==> config.mk <==
export PLATFORM = sky130hd
export DESIGN_NAME = psr_soft_reset
export DESIGN_NICKNAME = d
export VERILOG_FILES = /design/src/inc/psr_pkg.sv /design/src/core/psr_mask_reg.sv /design/src/core/psr_soft_reset.sv
export SDC_FILE = /design/constraint.sdc
export NUM_CORES = 1
export LEC_CHECK = 0
export BUFFER_PORTS_ARGS = -buffer_cell sky130_fd_sc_hd__buf_4
export CAP_MARGIN = 20
export CORE_MARGIN = 3
export CORE_UTILIZATION = 46
export DETAILED_ROUTE_END_ITERATION = 16
export GPL_ROUTABILITY_DRIVEN = 0
export PLACE_DENSITY = 0.85
export SETUP_SLACK_MARGIN = 0.02
export SYNTH_ARGS = -nofsm -noshare
export SYNTH_HDL_FRONTEND = slang
export SYNTH_SLANG_ARGS = --single-unit
==> constraint.sdc <==
create_clock -name clk_i -period 5.7 [get_ports clk_i]
set_clock_uncertainty 0.2 [all_clocks]
set_input_delay 0.855 -clock clk_i [delete_from_list [all_inputs] [get_ports clk_i]]
set_output_delay 0.855 -clock clk_i [all_outputs]
set_load 0.05 [all_outputs]
==> src/inc/psr_pkg.sv <==
package psr_pkg;

   // register map, byte offsets within the system-control block
   localparam logic [31:0] PSR_SYSCTL_BASE    = 32'h400FE000;
   localparam logic [11:0] PSR_SERIAL_OFS     = 12'h044;
   localparam logic [11:0] PSR_GPIO_OFS       = 12'h048;
   localparam logic [11:0] PSR_CAP_TWO_OFS    = 12'h014;
   localparam logic [11:0] PSR_CAP_FOUR_OFS   = 12'h01C;
   localparam int          PSR_ADDR_W         = 12;

   // reset values
   localparam logic [31:0] PSR_SERIAL_RST     = 32'h00000000;
   localparam logic [31:0] PSR_GPIO_RST       = 32'h00000000;

   // writable positions of each register; reserved bits stay zero
   localparam logic [31:0] PSR_SERIAL_WMASK   = 32'h070F5337;
   localparam logic [31:0] PSR_GPIO_WMASK     = 32'h000000FF;

   // field positions in the serial-unit register and the port register
   localparam int PSR_ASYNC0_BIT   = 0;
   localparam int PSR_ASYNC1_BIT   = 1;
   localparam int PSR_ASYNC2_BIT   = 2;
   localparam int PSR_SYNC0_BIT    = 4;
   localparam int PSR_SYNC1_BIT    = 5;
   localparam int PSR_ENC0_BIT     = 8;
   localparam int PSR_ENC1_BIT     = 9;
   localparam int PSR_TWOWIRE0_BIT = 12;
   localparam int PSR_TWOWIRE1_BIT = 14;
   localparam int PSR_TIMER_LSB    = 16;
   localparam int PSR_COMP_LSB     = 24;
   localparam int PSR_PORT_LSB     = 0;

   // reset lines toward the units of the serial register
   typedef struct packed {
      logic [2:0] comparator_rst;
      logic [3:0] timer_rst;
      logic       twowire_unit_one_rst;
      logic       twowire_unit_zero_rst;
      logic       encoder_unit_one_rst;
      logic       encoder_unit_zero_rst;
      logic       sync_serial_one_rst;
      logic       sync_serial_zero_rst;
      logic       async_serial_two_rst;
      logic       async_serial_one_rst;
      logic       async_serial_zero_rst;
   } psr_unit_rst_s;

   // register bus request
   typedef struct packed {
      logic                  wr;
      logic                  rd;
      logic [PSR_ADDR_W-1:0] addr;
      logic [31:0]           wdata;
   } psr_bus_req_s;

endpackage : psr_pkg

==> src/core/psr_mask_reg.sv <==
`timescale 1ns/1ps
// one masked control register: only present, writable bits change
module psr_mask_reg #(
   parameter logic [31:0] WMASK = 32'h00000000,
   parameter logic [31:0] RSTV  = 32'h00000000
) (
   // clock and reset
   input  wire logic        clk_i,
   input  wire logic        rst_i,
   // write side
   input  wire logic        we_i,
   input  wire logic [31:0] wdata_i,
   input  wire logic [31:0] cap_i,
   // stored value
   output logic      [31:0] q_o
);

   // bits outside the mask keep their value, reserved ones stay zero
   always_ff @(posedge clk_i or posedge rst_i) begin
      if (rst_i) begin
         q_o <= RSTV;
      end else if (we_i) begin
         q_o <= (q_o & ~(WMASK & cap_i)) | (wdata_i & WMASK & cap_i);
      end
   end

endmodule : psr_mask_reg

==> src/core/psr_soft_reset.sv <==
// Design decision made here: strobed register access.
`timescale 1ns/1ps
// Notes on behaviour
// - port register at 0x048, resets to zero
// - port register writes masked by capability four
// - bits 7..0 reset ports A..H
// - reserved bits read zero, ignore writes
// - bit 12 resets two-wire unit zero
// - bits 9,8 reset encoder units one, zero
// - bits 5,4 reset sync serial one, zero
// - bits 2..0 reset async serial two..zero
// - serial register at 0x044, capability two masked
// - bits 19..16 timers, 26..24 comparators
module psr_soft_reset (
   // clock and reset
   input  wire logic                           clk_i,
   input  wire logic                           rst_i,
   // register port
   input  wire logic [psr_pkg::PSR_ADDR_W-1:0] addr_i,
   input  wire logic [31:0]                    wdata_i,
   input  wire logic                           wr_i,
   input  wire logic                           rd_i,
   output logic      [31:0]                    rdata_o,
   // capability inputs, fixed by the chip build
   input  wire logic [31:0]                    capability_mask_two_i,
   input  wire logic [31:0]                    capability_mask_four_i,
   // unit reset lines, high holds the unit in reset
   output psr_pkg::psr_unit_rst_s              unit_rst_o,
   output logic      [7:0]                     port_rst_o
);
   import psr_pkg::*;

   psr_bus_req_s req;
   logic [31:0]  serial_unit_reset_ctrl;
   logic [31:0]  gpio_port_reset_ctrl;
   logic         hit_serial;
   logic         hit_gpio;
   logic [31:0]  serial_live;
   logic [31:0]  gpio_live;

   // gather the bus into one carrier
   assign req = '{wr: wr_i, rd: rd_i, addr: addr_i, wdata: wdata_i};

   function automatic logic addr_is(input logic [PSR_ADDR_W-1:0] a,
                                    input logic [PSR_ADDR_W-1:0] ofs);
      return a == ofs;
   endfunction : addr_is

   assign hit_serial = addr_is(req.addr, PSR_SERIAL_OFS);
   assign hit_gpio   = addr_is(req.addr, PSR_GPIO_OFS);

   // bits that a write may change: writable and present in this build;
   // only the checks below read these, the registers apply the masks themselves
   assign serial_live = PSR_SERIAL_WMASK & capability_mask_two_i;
   assign gpio_live   = PSR_GPIO_WMASK & capability_mask_four_i;

   // serial, timer and comparator register
   psr_mask_reg #(
      .WMASK (PSR_SERIAL_WMASK),
      .RSTV  (PSR_SERIAL_RST)
   ) u_serial (
      .clk_i   (clk_i),
      .rst_i   (rst_i),
      .we_i    (req.wr && hit_serial),
      .wdata_i (req.wdata),
      .cap_i   (capability_mask_two_i),
      .q_o     (serial_unit_reset_ctrl)
   );

   // gpio port register
   psr_mask_reg #(
      .WMASK (PSR_GPIO_WMASK),
      .RSTV  (PSR_GPIO_RST)
   ) u_gpio (
      .clk_i   (clk_i),
      .rst_i   (rst_i),
      .we_i    (req.wr && hit_gpio),
      .wdata_i (req.wdata),
      .cap_i   (capability_mask_four_i),
      .q_o     (gpio_port_reset_ctrl)
   );

   // read data valid only in the cycle after the strobe; unmapped reads zero
   always_ff @(posedge clk_i or posedge rst_i) begin
      if (rst_i) begin
         rdata_o <= 32'h00000000;
      end else if (req.rd && hit_serial) begin
         rdata_o <= serial_unit_reset_ctrl & PSR_SERIAL_WMASK;
      end else if (req.rd && hit_gpio) begin
         rdata_o <= gpio_port_reset_ctrl & PSR_GPIO_WMASK;
      end else begin
         rdata_o <= 32'h00000000;
      end
   end

   // registered reset lines; one cycle later than the register, glitch free
   always_ff @(posedge clk_i or posedge rst_i) begin
      if (rst_i) begin
         unit_rst_o <= '0;
      end else begin
         unit_rst_o.async_serial_zero_rst <= serial_unit_reset_ctrl[PSR_ASYNC0_BIT];
         unit_rst_o.async_serial_one_rst  <= serial_unit_reset_ctrl[PSR_ASYNC1_BIT];
         unit_rst_o.async_serial_two_rst  <= serial_unit_reset_ctrl[PSR_ASYNC2_BIT];
         unit_rst_o.sync_serial_zero_rst  <= serial_unit_reset_ctrl[PSR_SYNC0_BIT];
         unit_rst_o.sync_serial_one_rst   <= serial_unit_reset_ctrl[PSR_SYNC1_BIT];
         unit_rst_o.encoder_unit_zero_rst <= serial_unit_reset_ctrl[PSR_ENC0_BIT];
         unit_rst_o.encoder_unit_one_rst  <= serial_unit_reset_ctrl[PSR_ENC1_BIT];
         unit_rst_o.twowire_unit_zero_rst <= serial_unit_reset_ctrl[PSR_TWOWIRE0_BIT];
         unit_rst_o.twowire_unit_one_rst  <= serial_unit_reset_ctrl[PSR_TWOWIRE1_BIT];
         unit_rst_o.timer_rst      <= serial_unit_reset_ctrl[PSR_TIMER_LSB +: 4];
         unit_rst_o.comparator_rst <= serial_unit_reset_ctrl[PSR_COMP_LSB +: 3];
      end
   end

   // port resets, bit 0 is port A
   always_ff @(posedge clk_i or posedge rst_i) begin
      if (rst_i) begin
         port_rst_o <= 8'h00;
      end else begin
         port_rst_o <= gpio_port_reset_ctrl[PSR_PORT_LSB +: 8];
      end
   end

   // write path: a write changes only writable bits of units that are present,
   // so software on a smaller build cannot hold a missing unit in reset
   serial_write_a: assert property (@(posedge clk_i) disable iff (rst_i)
      (req.wr && hit_serial) |=>
         serial_unit_reset_ctrl == (($past(serial_unit_reset_ctrl) & ~$past(serial_live))
                                   | ($past(req.wdata) & $past(serial_live)))
   ) else $error("serial register write not masked as expected");

   gpio_write_a: assert property (@(posedge clk_i) disable iff (rst_i)
      (req.wr && hit_gpio) |=>
         gpio_port_reset_ctrl == (($past(gpio_port_reset_ctrl) & ~$past(gpio_live))
                                 | ($past(req.wdata) & $past(gpio_live)))
   ) else $error("port register write not masked as expected");

   // without a write to its offset a register keeps its value; a stray address
   // must reach neither of them
   serial_hold_a: assert property (@(posedge clk_i) disable iff (rst_i)
      !(req.wr && hit_serial) |=> $stable(serial_unit_reset_ctrl)
   ) else $error("serial register changed without a write");

   gpio_hold_a: assert property (@(posedge clk_i) disable iff (rst_i)
      !(req.wr && hit_gpio) |=> $stable(gpio_port_reset_ctrl)
   ) else $error("port register changed without a write");

   // reserved positions never hold a one, whatever software writes
   reserved_zero_a: assert property (@(posedge clk_i) disable iff (rst_i)
      ((serial_unit_reset_ctrl & ~PSR_SERIAL_WMASK) == 32'h00000000)
      && ((gpio_port_reset_ctrl & ~PSR_GPIO_WMASK) == 32'h00000000)
   ) else $error("reserved control bit set");

   // read path: data stand in the cycle after the strobe, reserved bits as zero
   serial_read_a: assert property (@(posedge clk_i) disable iff (rst_i)
      (req.rd && hit_serial) |=>
         rdata_o == ($past(serial_unit_reset_ctrl) & PSR_SERIAL_WMASK)
   ) else $error("serial register read data wrong");

   gpio_read_a: assert property (@(posedge clk_i) disable iff (rst_i)
      (req.rd && hit_gpio) |=>
         rdata_o == ($past(gpio_port_reset_ctrl) & PSR_GPIO_WMASK)
   ) else $error("port register read data wrong");

   // no read, or an unmapped offset, leaves the read port at zero
   idle_read_a: assert property (@(posedge clk_i) disable iff (rst_i)
      !(req.rd && (hit_serial || hit_gpio)) |=> rdata_o == 32'h00000000
   ) else $error("read data present without a mapped read");

   // chip reset clears both registers and every line toward the units;
   // checked one edge on, since the first edge may be what applies the reset
   reset_clear_a: assert property (@(posedge clk_i)
      rst_i |=> (gpio_port_reset_ctrl == PSR_GPIO_RST)
                && (serial_unit_reset_ctrl == PSR_SERIAL_RST)
                && (unit_rst_o == '0) && (port_rst_o == 8'h00) && (rdata_o == 32'h00000000)
   ) else $error("reset left a control bit set");

   // port lines follow the register one edge later, one bit to one port
   port_lines_a: assert property (@(posedge clk_i) disable iff (rst_i)
      port_rst_o == $past(gpio_port_reset_ctrl[PSR_PORT_LSB +: 8])
   ) else $error("port reset lines do not follow the register");

   // a port is put into reset only by a port-register write two edges before
   port_rise_a: assert property (@(posedge clk_i) disable iff (rst_i)
      (|(port_rst_o & ~$past(port_rst_o))) |-> $past(req.wr && hit_gpio, 2)
   ) else $error("port reset line rose without a write");

   // the same for the serial, timer and comparator units
   unit_rise_a: assert property (@(posedge clk_i) disable iff (rst_i)
      (|(unit_rst_o & ~$past(unit_rst_o))) |-> $past(req.wr && hit_serial, 2)
   ) else $error("unit reset line rose without a write");

   // three asynchronous serial units sit at the bottom of the register
   async_lines_a: assert property (@(posedge clk_i) disable iff (rst_i)
      {unit_rst_o.async_serial_two_rst, unit_rst_o.async_serial_one_rst,
       unit_rst_o.async_serial_zero_rst} == $past(serial_unit_reset_ctrl[PSR_ASYNC0_BIT +: 3])
   ) else $error("async serial reset lines do not follow the register");

   // two synchronous serial units, unit one above unit zero
   sync_lines_a: assert property (@(posedge clk_i) disable iff (rst_i)
      {unit_rst_o.sync_serial_one_rst, unit_rst_o.sync_serial_zero_rst}
         == $past(serial_unit_reset_ctrl[PSR_SYNC0_BIT +: 2])
   ) else $error("sync serial reset lines do not follow the register");

   // two encoder units, unit one above unit zero
   encoder_lines_a: assert property (@(posedge clk_i) disable iff (rst_i)
      {unit_rst_o.encoder_unit_one_rst, unit_rst_o.encoder_unit_zero_rst}
         == $past(serial_unit_reset_ctrl[PSR_ENC0_BIT +: 2])
   ) else $error("encoder reset lines do not follow the register");

   // first two-wire unit, next to the reserved bit above it
   twowire_line_a: assert property (@(posedge clk_i) disable iff (rst_i)
      unit_rst_o.twowire_unit_zero_rst == $past(serial_unit_reset_ctrl[PSR_TWOWIRE0_BIT])
   ) else $error("two-wire reset line does not follow the register");

   // second two-wire unit sits two bits higher
   twowire_one_line_a: assert property (@(posedge clk_i) disable iff (rst_i)
      unit_rst_o.twowire_unit_one_rst == $past(serial_unit_reset_ctrl[PSR_TWOWIRE1_BIT])
   ) else $error("second two-wire reset line does not follow the register");

   // four timers in the third byte
   timer_lines_a: assert property (@(posedge clk_i) disable iff (rst_i)
      unit_rst_o.timer_rst == $past(serial_unit_reset_ctrl[PSR_TIMER_LSB +: 4])
   ) else $error("timer reset lines do not follow the register");

   // three comparators in the top byte
   comp_lines_a: assert property (@(posedge clk_i) disable iff (rst_i)
      unit_rst_o.comparator_rst == $past(serial_unit_reset_ctrl[PSR_COMP_LSB +: 3])
   ) else $error("comparator reset lines do not follow the register");

endmodule : psr_soft_reset

==> results_dict.tcl <==
set metrics [dict create \
    clock_path_buffers 2 \
    fmax_mhz 341.9 \
    drive_gt1_share_pct 47.40 \
    drc_errors 0 \
    hold_ws_ns 0.1856 \
    fin_crit_ns 2.925 \
    cts_root_buf "clkbuf_8" \
    timing_max_transition_violations_final 0 \
    overflow 0 \
    clock-sinks 67 \
    drt_wl_total_um 6163 \
    nets 416 \
    critPathLaunchType "primary input" \
    n_antenna_cell 0 \
    nFillCells 451 \
    synth_top_family_by_area "simple AND/OR/NAND/NOR gates" \
    post_cts_resize_count 0 \
    outcome "complete, no violations" \
    syn_to_final_growth_pct 33.87 \
    endpoint_kind "flop" \
    ys_seq_elements 67 \
    syn_inst 200 \
    vias 1900 \
    leakagePower_nw 1.907 \
    die_h_um 83.20 \
    synth_xor_area_share_pct 0 \
    synth_compound_gate_area_share_pct 1.369 \
    synth_ff_type "dfrtp_1" \
    rsz0062_at_grt "no" \
    yosys.area_share.simple_pct 20.04 \
    dp_hpwl_um 4338 \
    required_ns 5.77 \
    tightest_slew_ns 0.8829 \
    yosys_warnings 0 \
    setup_viol 0 \
    wl_per_cell_um 16.22 \
    vias_per_cell 5.000 \
    syn_area_mm2 0.002741 \
    cts_setup_buffers 0 \
    grt_pass1_vias 2004 \
    clk_pin_slew_ns 0.07 \
    grt_usage_pct 18.18 \
    ys_seq_area_share_pct 61.16 \
    portBuffers 101 \
    finalCritPeriodShare_pct 51.32 \
    synthArstFlopShare_pct 100.0 \
    h-tree-depth 3 \
    numCtsBuffers 9 \
    grt_start_max_net_pins 68 \
    dieWidth_um 83.20 \
    path_class "in2reg" \
    clk_latency_ns 0.33 \
    yosys-top-cells-count "dfrtp_1 (67), nand2_1 (24), mux2_1 (18)" \
    ios 168 \
    cts_hold_buffers 0 \
    num_rows 27 \
    grt_first_pass_wirelength_um 9936 \
    die-area_mm2 0.006921 \
    antenna_left 0 \
    synthAdderAreaFrac_pct 0 \
    ir_drop_mv 0.1170 \
    arrival_ns 2.99 \
    initial_core_util_pct 48.59 \
    cp_max_fo 17 \
    cts_tree "built" \
    synth_most_common_cell "dfrtp_1" \
    hold_class "reg2reg" \
    synth_edf_count 0 \
    yosys-top-cells-area "dfrtp_1 (61%), nor4_2 (7.8%), mux2_1 (7.4%)" \
    drtPass1Iterations 4 \
    maxCapViolCount 0 \
    finalSetupTns_ns 0 \
    synth_area_per_cell_um2 13.71 \
    yosysTopAreaCellShare_pct 61.16 \
    yosysTopAreaCell "dfrtp_1" \
    slew_headroom_pct 41.14 \
    hold_viol 0 \
    powerDensity_mw_per_mm2 257.6 \
    yosysUniqueCellTypes 24 \
    antenna_found_initial 0 \
    drtIter0Drc 116 \
    synth.area.mux_share_pct 9.859 \
    core_area_mm2 0.005642 \
]
==> layout make-up <==
cell class	count	area [um2]	share of cell area, %
Clock inverter	2	35.03	0.9547
Inverter	2	7.507	0.2046
Clock buffer	13	158.9	4.330
Timing Repair Buffer	106	795.8	21.68
Tap cell	72	90.09	2.455
Sequential cell	67	1677	45.69
Multi-Input combinational cell	118	905.9	24.68
==> critical path, cell delays in order <==
cell	delay, ns
buf_4	0.12
or4b_1	0.92
nor4_1	0.70
buf_4	0.26
and2_1	0.13
==> where the power goes <==
group	internal, mW	switching [mW]
Combinational	0.0303	0.0511
Sequential	0.476	0.000405
Clock	0.223	0.164
==> placed cells by master (no fill, tap or decap) <==
master     instances
bufinv_16          1
nor3_1             1
and3_1             3
inv_1              1
or3_4              1
and2_1            11
clkbuf_8          11
nor4_2            17
nor2_1             5
nor4b_1            2
conb_1            13
nor4_4             1
a22oi_1            5
inv_2              1
nand2_1           24
mux2_2             6
clkbuf_1           2
or4b_1             3
nor4_1             7
or4_4              1
buf_4            106
dfrtp_1           67
mux2_1            18
clkinv_2           1
==> per-layer routing <==
layer | vias to the layer above | global-route usage (%) | wire length (um)
met1 | 932 | 22.56 | 2515
met4 | 0 | 8.767 | 123
met2 | 82 | 30.69 | 3124
met5 | - | 0 | 0
met3 | 11 | 3.175 | 399
li1 | 875 | - | -
==> metrics by stage <==
step	setup slack [ns]	std cells	utilization [%]	instance area (um2)	power [mW]
4_1_cts	2.796	380	65.05	3670	0.9547
2_1_floorplan	2.962	212	-	2786	0.5363
3_3_place_gp	2.476	365	61.61	3476	0.5659
5_1_grt	2.656	380	65.05	3670	0.9779
6_report	2.775	380	65.05	3670	0.9455
3_5_place_dp	2.449	365	61.61	3476	0.5673
==> path summary, 6_finish.rpt <==
path / depth (start not counted) / slack, ns / end / from
setup / recovery: 5 / 2.78 / rdata_o[8] / addr_i[3]
hold / removal: 0 / 0.19 / unit_rst_o[10] / flop
setup reg to reg: 1 / 4.69 / flop / flop
hold reg to reg: 0 / 0.19 / unit_rst_o[10] / flop
max in group asynchronous: 3 / 4.19 / unit_rst_o[1] / rst_i
min in group asynchronous: 3 / 0.58 / asynchronous set/reset pin / rst_i
==> logic make-up (layout without fill, tap and decap cells) <==
logic type,count (synthesis),after routing
buf+inv,27,123
mux,24,24
other cells,1,13
flops,67,67
compound gates,5,5
simple gates,76,76
Note: power is estimated with default switching activity, not from simulation.
